<file path="src/t16b_defs.vh">
// Constants for the 16-bit timer register block
// Function
// - Writing a compare buffer sets that channel's buffer-valid bit.
// - Period buffer write sets its valid bit; an update clears it.
// - An update clears all compare buffer-valid bits.
// - Writing ones to the set register sets those bits; zeros change nothing.
// - Event action 0 counts rising event edges, action 1 counts every edge.
// - Event action 2 counts prescaled ticks while the event line is high.
// - Event action 3 counts ticks, up on event low, down on event high.
// - The event line steers counting only when count-on-event is enabled.
// - Enable bits 4 to 6 gate the compare interrupt of channels 0 to 2.
// - Enable bit 0 gates the overflow/underflow interrupt.
// - A compare flag sets whenever the counter equals that compare value.
// - Compare flags stay set until software writes a one to them.
// - Overflow flag sets at TOP or BOTTOM per mode; cleared by writing one.
// - Run-in-debug set keeps counting during a debug halt; clear stops it.
// - One shared software-visible temporary byte serves all 16-bit accesses.
// - Each 16-bit register has low byte at base, high byte at base plus one.
// - A software counter write wins over a same-cycle internal count change.
// - The period register holds the TOP value in all modes but frequency mode (TOP is compare 0 there) and resets to all ones.
// - An update loads each compare register whose buffer-valid bit is set from its compare buffer.
// - While lock-update is one, updates move no buffered value.
`ifndef T16B_DEFS_VH
`define T16B_DEFS_VH

`define T16B_A_FCLR 6'h06
`define T16B_A_FSET 6'h07
`define T16B_A_EVCTL 6'h09
`define T16B_A_INTEN 6'h0a
`define T16B_A_INTFL 6'h0b
`define T16B_A_DBG 6'h0e
`define T16B_A_TEMP 6'h0f
`define T16B_A_CNT 6'h20
`define T16B_A_PER 6'h26
`define T16B_A_CMP 6'h28
`define T16B_A_PERBUF 6'h36
`define T16B_A_CMPBUF 6'h38
`define T16B_CH_STRIDE 6'h02
`define T16B_WORD_MASK 6'h3e

`define T16B_NCH 3
`define T16B_BV_PER 0
`define T16B_BV_CMP0 1
`define T16B_IE_OVF 0
`define T16B_IE_CMP0 4
`define T16B_EV_COUNT_ON_EVENT_ENABLE 0
`define T16B_EV_ACT_HI 2
`define T16B_EV_ACT_LO 1
`define T16B_DBG_RUN 0

`define T16B_ACT_POSEDGE 2'h0
`define T16B_ACT_ANYEDGE 2'h1
`define T16B_ACT_HIGHLVL 2'h2
`define T16B_ACT_UPDOWN 2'h3

`define T16B_WG_NORMAL 3'h0
`define T16B_WG_FRQ 3'h1
`define T16B_WG_SINGLE 3'h3
`define T16B_WG_DSTOP 3'h5
`define T16B_WG_DSBOTH 3'h6
`define T16B_WG_DSBOTTOM 3'h7

`define T16B_PER_RST 16'hffff
`define T16B_ZERO16 16'h0000
`define T16B_ONE16 16'h0001
`define T16B_ZERO8 8'h00
`define T16B_ZERO4 4'h0

`endif

</file>
<file path="src/t16b_cmp_chan.v">
// One compare channel: compare value, its buffer, valid bit and match flag
`timescale 1ns/10ps
`include "t16b_defs.vh"
module t16b_cmp_chan (
    input wire mclk,
    input wire rst,
    input wire [15:0] cnt,
    input wire [15:0] wr_word,
    input wire buf_wr,
    input wire cmp_wr,
    input wire bv_set,
    input wire bv_clr,
    input wire update_go,
    input wire flag_clr,
    output reg [15:0] cmp_q,
    output reg [15:0] buf_q,
    output reg bv_q,
    output reg flag_q
);
    always @(posedge mclk) begin
        if (rst) begin
            cmp_q <= `T16B_ZERO16;
            buf_q <= `T16B_ZERO16;
            bv_q <= 1'b0;
            flag_q <= 1'b0;
        end else begin
            if (buf_wr)
                buf_q <= wr_word;
            // Set terms win over the update and software clears
            bv_q <= buf_wr | bv_set | (bv_q & ~update_go & ~bv_clr);
            // A direct software write beats the buffered transfer
            if (cmp_wr)
                cmp_q <= wr_word;
            else if (update_go && bv_q)
                cmp_q <= buf_q;
            // Level compare: a stopped counter sitting on the value re-flags
            flag_q <= (cnt == cmp_q) | (flag_q & ~flag_clr);
        end
    end
endmodule

</file>
<file path="src/t16b_timer.v">
// 16-bit timer/counter: byte register port, counting engine and event input
`timescale 1ns/10ps
`include "t16b_defs.vh"
module t16b_timer (
    input wire mclk,
    input wire rst,
    input wire [5:0] reg_addr,
    input wire [7:0] reg_wdata,
    input wire reg_wr,
    input wire reg_rd,
    output reg [7:0] reg_rdata,
    input wire event_in,
    input wire prescale_tick,
    input wire timer_enable,
    input wire [2:0] waveform_mode,
    input wire lock_update,
    input wire force_update,
    input wire debug_halt,
    output wire irq_ovf,
    output wire [2:0] irq_cmp,
    output wire count_down
);
    reg [15:0] cnt_q;
    reg [15:0] cnt_d;
    reg [15:0] per_q;
    reg [15:0] perbuf_q;
    reg period_buffer_valid_q;
    reg [2:0] evctl_q;
    reg ie_ovf_q;
    reg [2:0] ie_cmp_q;
    reg ovf_flag_q;
    reg dbg_run_q;
    reg [7:0] temp_q;
    reg dir_q;
    reg dir_d;
    reg ev_s1_q;
    reg ev_s2_q;
    reg ev_s3_q;
    reg ev_lvl_q;
    reg ev_prev_q;

    wire [47:0] cmp_all;
    wire [47:0] buf_all;
    wire [2:0] bv_all;
    wire [2:0] flag_all;

    wire [5:0] word_base = reg_addr & `T16B_WORD_MASK;
    wire hi_byte = reg_addr[0];
    wire [15:0] wr_word = {reg_wdata, temp_q};
    // A high-byte write commits the whole word with the latched low byte
    wire wr16 = reg_wr & hi_byte;

    wire wr_fset = reg_wr && (reg_addr == `T16B_A_FSET);
    wire wr_fclr = reg_wr && (reg_addr == `T16B_A_FCLR);
    wire wr_intfl = reg_wr && (reg_addr == `T16B_A_INTFL);
    wire wr_cnt = wr16 && (word_base == `T16B_A_CNT);
    wire wr_per = wr16 && (word_base == `T16B_A_PER);
    wire wr_perbuf = wr16 && (word_base == `T16B_A_PERBUF);

    wire cnt_on_ev = evctl_q[`T16B_EV_COUNT_ON_EVENT_ENABLE];
    wire [1:0] ev_act = evctl_q[`T16B_EV_ACT_HI:`T16B_EV_ACT_LO];
    // Edges come from the accepted level, which idles low like the line after reset
    wire ev_rise = ev_lvl_q & ~ev_prev_q;
    wire ev_fall = ~ev_lvl_q & ev_prev_q;

    // Event line comes from outside this clock: three stages, accept on agreement
    always @(posedge mclk) begin
        if (rst) begin
            ev_s1_q <= 1'b0;
            ev_s2_q <= 1'b0;
            ev_s3_q <= 1'b0;
            ev_lvl_q <= 1'b0;
            ev_prev_q <= 1'b0;
        end else begin
            ev_s1_q <= event_in;
            ev_s2_q <= ev_s1_q;
            ev_s3_q <= ev_s2_q;
            if (ev_s2_q == ev_s3_q)
                ev_lvl_q <= ev_s3_q;
            ev_prev_q <= ev_lvl_q;
        end
    end

    reg ev_step;
    reg step;
    reg down;
    reg dual;
    reg top_ev;
    reg bot_ev;
    reg ovf_ev;
    reg upd_ev;
    reg [15:0] top_val;
    // Debug halt freezes counting unless run-in-debug is set
    wire run = timer_enable & (~debug_halt | dbg_run_q);
    wire [15:0] cnt_inc = cnt_q + `T16B_ONE16;
    wire [15:0] cnt_dec = cnt_q - `T16B_ONE16;

    always @* begin
        case (ev_act)
            `T16B_ACT_POSEDGE: ev_step = ev_rise;
            `T16B_ACT_ANYEDGE: ev_step = ev_rise | ev_fall;
            `T16B_ACT_HIGHLVL: ev_step = prescale_tick & ev_lvl_q;
            default: ev_step = prescale_tick;
        endcase
        step = run & (cnt_on_ev ? ev_step : prescale_tick);
        down = (cnt_on_ev && ev_act == `T16B_ACT_UPDOWN) ? ev_lvl_q : dir_q;
        // Dual-slope modes reverse at TOP and BOTTOM instead of wrapping
        dual = (waveform_mode == `T16B_WG_DSTOP) || (waveform_mode == `T16B_WG_DSBOTH) ||
               (waveform_mode == `T16B_WG_DSBOTTOM);
        top_val = (waveform_mode == `T16B_WG_FRQ) ? cmp_all[15:0] : per_q;
        cnt_d = cnt_q;
        // In event up/down mode the held direction follows the event level
        dir_d = down;
        top_ev = 1'b0;
        bot_ev = 1'b0;
        if (step) begin
            if (!down) begin
                if (cnt_q >= top_val) begin
                    top_ev = 1'b1;
                    if (dual) begin
                        dir_d = 1'b1;
                        cnt_d = cnt_dec;
                    end else begin
                        cnt_d = `T16B_ZERO16;
                    end
                end else begin
                    cnt_d = cnt_inc;
                end
            end else begin
                if (cnt_q == `T16B_ZERO16) begin
                    bot_ev = 1'b1;
                    if (dual) begin
                        dir_d = 1'b0;
                        cnt_d = `T16B_ONE16;
                    end else begin
                        cnt_d = top_val;
                    end
                end else begin
                    cnt_d = cnt_dec;
                end
            end
        end
        // Software write drops the internal step and any wrap it caused
        if (wr_cnt) begin
            cnt_d = wr_word;
            dir_d = down;
            top_ev = 1'b0;
            bot_ev = 1'b0;
        end
        case (waveform_mode)
            `T16B_WG_DSTOP: begin
                ovf_ev = top_ev;
                upd_ev = bot_ev;
            end
            `T16B_WG_DSBOTH: begin
                ovf_ev = top_ev | bot_ev;
                upd_ev = top_ev;
            end
            `T16B_WG_DSBOTTOM: begin
                ovf_ev = bot_ev;
                upd_ev = bot_ev;
            end
            default: begin
                // Single-slope modes: the wrap is both the overflow and the update
                ovf_ev = top_ev | bot_ev;
                upd_ev = top_ev | bot_ev;
            end
        endcase
    end

    // A locked update moves nothing and leaves every valid bit standing
    wire update_go = (upd_ev | force_update) & ~lock_update;

    reg [2:0] cmp_wr;
    reg [2:0] buf_wr;
    reg [5:0] cmp_ofs;
    reg [5:0] buf_ofs;
    integer ch;
    reg [5:0] rd_ofs;
    integer rch;
    // Channel words sit at a fixed stride above the first compare address
    always @* begin
        cmp_ofs = `T16B_A_CMP;
        buf_ofs = `T16B_A_CMPBUF;
        for (ch = 0; ch < `T16B_NCH; ch = ch + 1) begin
            cmp_wr[ch] = wr16 && (word_base == cmp_ofs);
            buf_wr[ch] = wr16 && (word_base == buf_ofs);
            cmp_ofs = cmp_ofs + `T16B_CH_STRIDE;
            buf_ofs = buf_ofs + `T16B_CH_STRIDE;
        end
    end

    genvar gi;
    generate
        for (gi = 0; gi < `T16B_NCH; gi = gi + 1) begin : g_ch
            t16b_cmp_chan u_chan (
                .mclk(mclk),
                .rst(rst),
                .cnt(cnt_q),
                .wr_word(wr_word),
                .buf_wr(buf_wr[gi]),
                .cmp_wr(cmp_wr[gi]),
                .bv_set(wr_fset & reg_wdata[`T16B_BV_CMP0 + gi]),
                .bv_clr(wr_fclr & reg_wdata[`T16B_BV_CMP0 + gi]),
                .update_go(update_go),
                .flag_clr(wr_intfl & reg_wdata[`T16B_IE_CMP0 + gi]),
                .cmp_q(cmp_all[gi*16 +: 16]),
                .buf_q(buf_all[gi*16 +: 16]),
                .bv_q(bv_all[gi]),
                .flag_q(flag_all[gi])
            );
        end
    endgenerate

    // Read side: low byte of a word hands its high byte to the shared latch
    reg [15:0] rd_word;
    reg rd_is16;
    reg [7:0] rd_byte;
    always @* begin
        rd_word = `T16B_ZERO16;
        rd_is16 = 1'b1;
        rd_ofs = `T16B_A_CMP;
        case (word_base)
            `T16B_A_CNT: rd_word = cnt_q;
            `T16B_A_PER: rd_word = per_q;
            `T16B_A_PERBUF: rd_word = perbuf_q;
            default: rd_is16 = 1'b0;
        endcase
        for (rch = 0; rch < `T16B_NCH; rch = rch + 1) begin
            if (word_base == rd_ofs) begin
                rd_word = cmp_all[rch*16 +: 16];
                rd_is16 = 1'b1;
            end
            if (word_base == rd_ofs + (`T16B_A_CMPBUF - `T16B_A_CMP)) begin
                rd_word = buf_all[rch*16 +: 16];
                rd_is16 = 1'b1;
            end
            rd_ofs = rd_ofs + `T16B_CH_STRIDE;
        end
        // Bits with no storage and unmapped bytes read as zero
        case (reg_addr)
            `T16B_A_FCLR,
            `T16B_A_FSET: rd_byte = {`T16B_ZERO4, bv_all, period_buffer_valid_q};
            `T16B_A_EVCTL: rd_byte = {5'h00, evctl_q};
            `T16B_A_INTEN: rd_byte = {1'b0, ie_cmp_q, 3'h0, ie_ovf_q};
            `T16B_A_INTFL: rd_byte = {1'b0, flag_all, 3'h0, ovf_flag_q};
            `T16B_A_DBG: rd_byte = {7'h00, dbg_run_q};
            `T16B_A_TEMP: rd_byte = temp_q;
            default: rd_byte = rd_is16 ? (hi_byte ? temp_q : rd_word[7:0]) : `T16B_ZERO8;
        endcase
    end

    always @(posedge mclk) begin
        if (rst) begin
            cnt_q <= `T16B_ZERO16;
            per_q <= `T16B_PER_RST;
            perbuf_q <= `T16B_PER_RST;
            period_buffer_valid_q <= 1'b0;
            evctl_q <= 3'h0;
            ie_ovf_q <= 1'b0;
            ie_cmp_q <= 3'h0;
            ovf_flag_q <= 1'b0;
            dbg_run_q <= 1'b0;
            temp_q <= `T16B_ZERO8;
            dir_q <= 1'b0;
            reg_rdata <= `T16B_ZERO8;
        end else begin
            cnt_q <= cnt_d;
            dir_q <= dir_d;
            if (wr_perbuf)
                perbuf_q <= wr_word;
            // Set beats a same-cycle update or clear
            period_buffer_valid_q <= wr_perbuf | (wr_fset & reg_wdata[`T16B_BV_PER]) |
                       (period_buffer_valid_q & ~update_go & ~(wr_fclr & reg_wdata[`T16B_BV_PER]));
            if (wr_per)
                per_q <= wr_word;
            else if (update_go && period_buffer_valid_q)
                per_q <= perbuf_q;
            // A wrap in the same cycle as a clear keeps the flag set
            ovf_flag_q <= ovf_ev | (ovf_flag_q & ~(wr_intfl & reg_wdata[`T16B_IE_OVF]));
            if (reg_wr && reg_addr == `T16B_A_EVCTL)
                evctl_q <= reg_wdata[`T16B_EV_ACT_HI:`T16B_EV_COUNT_ON_EVENT_ENABLE];
            if (reg_wr && reg_addr == `T16B_A_INTEN) begin
                ie_ovf_q <= reg_wdata[`T16B_IE_OVF];
                ie_cmp_q <= reg_wdata[`T16B_IE_CMP0 +: 3];
            end
            if (reg_wr && reg_addr == `T16B_A_DBG)
                dbg_run_q <= reg_wdata[`T16B_DBG_RUN];
            // Shared latch: direct write, low-byte write, or low-byte read
            if (reg_wr && (reg_addr == `T16B_A_TEMP || (rd_is16 && !hi_byte)))
                temp_q <= reg_wdata;
            else if (reg_rd && rd_is16 && !hi_byte)
                temp_q <= rd_word[15:8];
            if (reg_rd)
                reg_rdata <= rd_byte;
        end
    end

    // Requests are levels: they stand until software clears the flag or enable
    assign irq_ovf = ovf_flag_q & ie_ovf_q;
    assign irq_cmp = flag_all & ie_cmp_q;
    assign count_down = dir_q;
endmodule

</file>
<file path="config.mk">
export PLATFORM = sky130hd
export DESIGN_NAME = t16b_timer
export DESIGN_NICKNAME = d
export VERILOG_FILES = /design/src/t16b_cmp_chan.v /design/src/t16b_timer.v
export VERILOG_INCLUDE_DIRS = /design/src
export SDC_FILE = /design/constraint.sdc
export NUM_CORES = 1
export LEC_CHECK = 0
export ABC_AREA = 1
export BUFFER_PORTS_ARGS = -buffer_cell sky130_fd_sc_hd__buf_2
export CAP_MARGIN = 0
export CORE_MARGIN = 2
export CORE_UTILIZATION = 50
export DETAILED_ROUTE_END_ITERATION = 12
export PLACE_DENSITY_LB_ADDON = 0.15
export SYNTH_ARGS = -nofsm -noshare
export SYNTH_HDL_FRONTEND = slang
export SYNTH_SLANG_ARGS = --single-unit
</file>
<file path="constraint.sdc">
create_clock -name mclk -period 4.1 [get_ports mclk]
set_clock_uncertainty 0.1 [all_clocks]
set_input_delay 0.205 -clock mclk [delete_from_list [all_inputs] [get_ports mclk]]
set_output_delay 0.205 -clock mclk [all_outputs]
set_load 0.03 [all_outputs]
</file>
==> results of run 1 <==
layout by cell type, fill, tap and decap left out, types with 29 or more instances in the layout:
cell type and n:
o22ai_1 29, nand2_1 390, a21oi_1 148, dfxtp_1 182, buf_2 39, nor2_1 144
o21ai_0 158, inv_1 178, xor2_1 51, buf_4 31, nand3_1 138, o211ai_1 32
registers in the layout, indices dropped and copies added, names as in the netlist, 3 cells and up:
signal	flops
reg_rdata	8
ie_cmp_q	3
g_ch.u_chan.flag_q	3
perbuf_q	16
evctl_q	3
g_ch.u_chan.cmp_q	48
per_q	16
g_ch.u_chan.bv_q	3
cnt_q	16
temp_q	8
g_ch.u_chan.buf_q	48
cells by family after synthesis:
kind of cell | after synthesis
AO/OA/AOI/OAI | 431
XOR/XNOR | 59
adder cells (fa/ha/maj) | 19
buffers and inverters | 296
flip-flops | 182
AND/OR/NAND/NOR | 767
where the power goes:
group	leakage, uW	internal, uW	total, uW	switching (uW)
Combinational	0.00382	102	391	289
Sequential	0.00147	1790	1810	26.6
Clock	0.000301	839	1740	901
area by class of cell:
class	count	share of cell area (%)
Clock inverter	15	1.58
Timing Repair Buffer	72	3.62
Multi-Input combinational cell	1276	53.2
Sequential cell	182	29.4
Inverter	195	5.91
Clock buffer	17	3.44
Tap cell	285	2.88
worst min path at each step:
| stage | start | to | slack (ns) | depth (start not counted) |
|---|---|---|---|---|
| final | reg_wdata[4] | g_ch[1].u_chan.buf_q[12]$_SDFFE_PP0P_ | 0.02 | 3 |
| after floorplan | event_in | ev_s1_q$_SDFF_PP0_ | 0.21 | 2 |
| after global routing | reg_wdata[4] | g_ch[1].u_chan.buf_q[12]$_SDFFE_PP0P_ | 0.03 | 3 |
| after detailed placement | ev_s1_q$_SDFF_PP0_ | ev_s2_q$_SDFF_PP0_ | 0.30 | 2 |
| after CTS | reg_wdata[4] | g_ch[1].u_chan.buf_q[12]$_SDFFE_PP0P_ | 0.007 | 3 |
| after global placement | ev_s1_q$_SDFF_PP0_ | ev_s2_q$_SDFF_PP0_ | 0.29 | 2 |
worst register-to-register path, stage by stage (launching register included):
cell	delay (ns)
dfxtp_1	0.34
inv_1	0.09
nand2_1	0.08
o21ai_0	0.12
ha_1	0.33
nand2_1	0.08
nor3_1	0.30
nand3_1	0.11
nand3_1	0.26
nand2_1	0.11
nand2_1	0.09
nand2_2	0.06
nand2_4	0.15
nand3_4	0.20
nand2_4	0.21
inv_1	0.18
nor2_1	0.15
nor2_1	0.05
timing repair:
item	4_1_cts	5_1_grt
endpoints found under the hold margin	2	0
hold buffers	2	0
buffers inserted	0	0
layer usage:
metal | vias to the layer above | GRT usage [%]
met1 | 5586 | 48.1
li1 | 5813 | -
met5 | - | 0
met2 | 643 | 56.6
met3 | 116 | 6.49
met4 | 0 | 15.2
through the flow:
stage	cells	util [%]	total power [uW]	instance area [um2]	hold WS (ns)
CTS	2042	55.0	3940	12400	0.00712
finish	2042	55.0	3950	12400	0.0157
global placement	2008	52.2	2240	11700	0.292
detailed placement	2008	52.2	2230	11700	0.295
global route	2042	55.0	4050	12400	0.0281
floorplan	1754	-	2080	11400	0.212
synthesized netlist by cell type, types with 3 or more instances:
| library cell | count |
|---|---|
| or2_2 | 3 |
| nand3_4 | 4 |
| ha_1 | 19 |
| nand2_2 | 11 |
| xor2_1 | 51 |
| o211ai_1 | 32 |
| o21ai_1 | 9 |
| nand2_4 | 4 |
| buf_6 | 6 |
| nor2_1 | 145 |
| nor2_2 | 5 |
| clkbuf_1 | 67 |
| a31oi_1 | 15 |
| nand3b_1 | 13 |
| nor3_1 | 21 |
| nand4_1 | 17 |
| buf_1 | 8 |
| dfxtp_1 | 182 |
| nand2_1 | 390 |
| inv_1 | 179 |
| a21oi_1 | 148 |
| inv_2 | 14 |
| a21oi_2 | 5 |
| o2111ai_1 | 6 |
| o21ai_0 | 158 |
| o22ai_1 | 29 |
| nor4_1 | 8 |
| nand3_2 | 4 |
| buf_2 | 18 |
| xnor2_1 | 8 |
| o21bai_1 | 8 |
| nand3_1 | 138 |
| a221oi_1 | 8 |
==> reports/results.tsv, run 1 <==
stage	metric	value	unit
grt	first_global_vias	10907	
routing	drt_iter0_markers	1468	
logic_synthesis	synth_warnings	0	
logic_synthesis	synthAdderAreaFrac	2.08	%
sta	maxSlewViolCount	0	
worst_setup_path	reg2reg_depth	17	
clocking	htree_levels	4	
routing	routed_wl	42800	um
finish	drive_above_1_share	9.05	%
floorplanning	num_io_pins	40	
sta	setup_tns	0	ns
finish	fillers	2293	
min_path	min_path_type	input pin to flip-flop	
worst_setup_path	slowest_stage	dlygate4sd3_1	
power	peakVddDrop	0.000257	V
routing	firstDrtPassIters	8	
worst_setup_path	path_delay_family	simple AND/OR/NAND/NOR gates	
sta	slew_headroom	26.5	%
clocking	cts_root_buf	clkbuf_16	
finish	diodes	0	
worst_setup_path	crit_buf_inv	5	
sta	setup_viol	0	
logic_synthesis	netlist.area_leader.share	31.9	%
power	p_per_area	319	nW/um2
grt	grt_overflow	0	
worst_setup_path	crit_required	4.34	ns
logic_synthesis	synth_seq_area_share	31.9	%
routing	route.detailed.drc	0	
routing	top_layer	met4	
worst_setup_path	crit_chain	dlygate4sd3_1 -> buf_2 -> inv_1 -> nand2_1 -> buf_4 -> nand2_1 -> o21ai_0 -> ha_1 -> nand2_1 -> nor3_1 -> nand3_1 -> nand3_1 -> nand2_1 -> nand2_1 -> nand2_2 -> nand2_4 -> nand3_4 -> nand2_4 -> inv_1 -> nor2_1 -> nor2_1	
finish	seq_area	3640	um2
clocking	clock_latency	0.46	ns
logic_synthesis	synth.area.mux_share	0	%
worst_setup_path	crit_type	input pin to flip-flop	
logic_synthesis	ys_types	50	
placed_design	io_buffers	39	
routing	viasPerCell	5.95	
logic_synthesis	synth_nets	1800	
logic_synthesis	ys_top_cells_by_area	dfxtp_1, nand2_1, o21ai_0	
logic_synthesis	synth_seq_cells	182	
placed_design	finalWeightedCongestion	0.964	
worst_setup_path	r2r_slack	0.98	ns
worst_setup_path	crit_path_end	g_ch[0].u_chan.cmp_q[10]$_SDFFE_PP0P_	
run_status	status	completed	
logic_synthesis	synthArstFlopShare	0	%
worst_setup_path	worstSetupEndpointType	flip-flop	
routing	final_antenna_net_count	0	
clocking	cts_tree	done	
logic_synthesis	syn_inst	1754	
logic_synthesis	postSynthAreaPerCell	6.50	um2
worst_setup_path	critPathMostFrequentCell	nand2_1	
placed_design	pre_cts_slack	0.650	ns
worst_setup_path	crit_path_start_kind	input pin	
worst_setup_path	reg2reg_to	g_ch[0].u_chan.cmp_q[10]$_SDFFE_PP0P_	
finish	layout.nets	1790	
routing	routed-wl-met2	19200	um
worst_setup_path	startpoint	waveform_mode[2]	
power	p_leak	0.00559	uW
routing	dr_total_vias	12158	
sta	max_freq	0.286	GHz
sta	worst_slew_pin_slew	1.09	ns
logic_synthesis	synth_area	11400	um2
worst_setup_path	critPathMaxStageDelay	0.52	ns
sta	rsz0062_at_grt	no	
grt	grt_usage	35.8	%
floorplanning	die_y	155	um
sta	hold_violations	0	
sta	min_period	3.49	ns
floorplanning	die_w	155	um
worst_setup_path	cp.depth	21	
worst_setup_path	rr_startpoint	per_q[15]$_SDFFE_PP1P_	
clocking	clkSinkCount	182	
clocking	clkSlewWorstSetupHoldPaths	0.09	ns
floorplanning	start_util	50.7	%
logic_synthesis	yosys.area_share.simple	29.7	%
logic_synthesis	synth_edf_count	0	
clocking	tritoncts.num_buffers	17	
finish	multi_input_area	6580	um2
run	maxCapViolCount	0	
sta	final.setup.worst_slack	0.607	ns
floorplanning	coreArea	22500	um2
placed_design	hpwlAfterDp	31200	um
routing	avgRoutedWirePerCell	21.0	um
worst_setup_path	arrival	3.74	ns
logic_synthesis	synth-main-ff-cell	dfxtp_1	
sta	finalCritPeriodShare	85.2	%
worst_setup_path	cp_max_fo	32	
grt	antenna_found_initial	0	
clocking	ctsResizeCount	0	
routing	wl_met3	3960	um
logic_synthesis	synth_compound_area_share	21.3	%
logic_synthesis	synth-xor-area-share	4.53	%
routing	wl_met1	17800	um
finish	syn2layout_area_growth	8.53	%
clocking	cts.path.max_buffers	2	
logic_synthesis	synth_top_cell_by_area	dfxtp_1	
grt	grt_pass1_wl	65500	um
floorplanning	core.rowCount	55	
floorplanning	die-area	24000	um2
logic_synthesis	synth_top_family_by_area	simple AND/OR/NAND/NOR gates	
grt	grt_max_degree	71	
(Power assumes the default switching activity.)
==> inputs of run 2 (changes only) <==
Settings changed: CTS_CLUSTER_DIAMETER set to 100.
Clock period 4.1 ns to 3.39 ns, I/O delays scaled along.
==> reports/results.tsv, run 2 (synthesized netlist as in run 1, its figures left out) <==
stage	metric	value	unit
worst_setup_path	crit_buf_inv	5	
grt	grt_max_degree	71	
routing	drt_iter0_markers	1410	
worst_setup_path	crit_chain	buf_2 -> inv_1 -> nor2_1 -> nand2_1 -> buf_4 -> buf_4 -> o21ai_0 -> ha_1 -> nand2_1 -> a21oi_1 -> nor2_1 -> nand2_1 -> nand2_1 -> nand3_1 -> nand2_1 -> inv_1 -> nand2_1 -> nand3_1 -> o211ai_1 -> a31oi_1	
run	maxCapViolCount	0	
worst_setup_path	cp_max_fo	27	
finish	reg.largest.list	g_ch.u_chan.buf_q (48), g_ch.u_chan.cmp_q (48)	
worst_setup_path	crit_required	3.66	ns
grt	grt_usage	35.3	%
floorplanning	die-area	24000	um2
sta	max_freq	0.326	GHz
floorplanning	num_io_pins	40	
clocking	clkSinkCount	182	
finish	final_core_util	55.9	%
grt	grt_overflow	0	
floorplanning	start_util	50.7	%
sta	setup_viol	0	
floorplanning	die_y	155	um
clocking	cts_tree	done	
finish	diodes	0	
placed_design	hpwlAfterDp	31200	um
min_path	min_path_type	input pin to flip-flop	
clocking	ctsHoldBuffers	5	
worst_setup_path	critPathMaxStageDelay	0.50	ns
worst_setup_path	path_delay_family	buffers and inverters	
finish	final_cell_mix	nand2_1, dfxtp_1, inv_1, o21ai_0, a21oi_1	
grt	antenna_found_initial	0	
sta	worst_slew_pin_slew	1.26	ns
worst_setup_path	arrival	3.34	ns
power	peakVddDrop	0.000236	V
clocking	clkSlewWorstSetupHoldPaths	0.08	ns
routing	viasPerCell	5.91	
routing	avgRoutedWirePerCell	20.4	um
routing	dr_total_vias	12207	
sta	hold_violations	0	
clocking	cts_root_buf	clkbuf_16	
sta	finalCritPeriodShare	90.5	%
clocking	tritoncts.num_buffers	17	
placed_design	finalWeightedCongestion	0.982	
grt	first_global_vias	11206	
power	p_leak	0.00570	uW
routing	route.detailed.drc	0	
floorplanning	core.rowCount	55	
finish	layout.nets	1812	
floorplanning	coreArea	22500	um2
clocking	postCtsSetupBuffers	0	
worst_setup_path	crit_path_start_kind	input pin	
worst_setup_path	slowest_stage	inv_1	
finish	syn2layout_area_growth	10.2	%
power	p_per_area	385	nW/um2
grt	grt_pass1_wl	65400	um
finish	drive_above_1_share	10.0	%
run_status	status	completed	
placed_design	io_buffers	39	
clocking	cts.path.max_buffers	2	
sta	setup_tns	0	ns
routing	firstDrtPassIters	6	
clocking	clock_latency	0.45	ns
worst_setup_path	worstSetupEndpointType	flip-flop	
sta	rsz0062_at_grt	no	
routing	routed_wl	42000	um
finish	final_common_cell	nand2_1	
floorplanning	die_w	155	um
clocking	ctsResizeCount	0	
sta	maxSlewViolCount	0	
sta	min_period	3.07	ns
worst_setup_path	critPathMostFrequentCell	nand2_1	
routing	final_antenna_net_count	0	
worst_setup_path	crit_type	input pin to flip-flop	
sta	slew_headroom	15.0	%
clocking	htree_levels	4	
## run 2: path summary, 6_finish.rpt
kind / slack [ns] / cells past startpoint / endpoint / startpoint
worst max-delay path: 0.32 / 20 / cnt_q[5]$_SDFFE_PP0P_ / waveform_mode[0]
worst min-delay path: 0.03 / 3 / dbg_run_q$_SDFFE_PP0P_ / reg_wr
worst min register to register: 0.30 / 2 / ev_s2_q$_SDFF_PP0_ / ev_s1_q$_SDFF_PP0_
worst max register to register: 0.34 / 14 / cnt_q[5]$_SDFFE_PP0P_ / per_q[15]$_SDFFE_PP1P_
## run 2: worst reg2reg max path, cell delays in order (launching register included)
cell and delay, ns:
dfxtp_1 0.34, inv_1 0.09, nand2_1 0.08, o21ai_0 0.13, ha_1 0.33, nand2_1 0.09
nor3_1 0.31, nand3_1 0.11, nand3_1 0.25, nand2_1 0.16, inv_1 0.50, nand2_1 0.11
nand3_1 0.09, o211ai_1 0.12, a31oi_1 0.17
## run 2: power by group
group | internal (uW) | leakage, uW | switching, uW
clock network | 1130 | 0.000301 | 1030
registers | 2160 | 0.00147 | 29.0
logic | 135 | 0.00393 | 354
## run 2: area by class of cell
type / instances / area, um2
Fill cell: 2283 / 9930
Multi-Input combinational cell: 1276 / 6580
Sequential cell: 182 / 3640
Inverter: 195 / 732
Timing Repair Buffer: 94 / 633
Clock buffer: 17 / 425
Tap cell: 285 / 357
Clock inverter: 15 / 204
## run 2: per-stage QoR
step	hold slack [ns]	instance area [um2]	power [uW]	instances	setup WS [ns]
2_1_floorplan	0.176	11400	2520	1754	0.753
3_3_place_gp	0.272	11900	2710	2027	0.109
3_5_place_dp	0.283	11900	2710	2027	0.0170
4_1_cts	0.00597	12600	4840	2064	0.416
5_1_grt	0.0310	12600	4970	2064	0.0316
6_report	0.0260	12600	4840	2064	0.321
## run 2: metal layers
metal | part of all wire [%] | global-route usage [%] | routed length (um)
met5 | 0 | 0 | 0
met1 | 43 | 48.9 | 17900
met4 | 4.6 | 15.7 | 1930
met3 | 9.1 | 5.93 | 3840
met2 | 44 | 54.0 | 18400
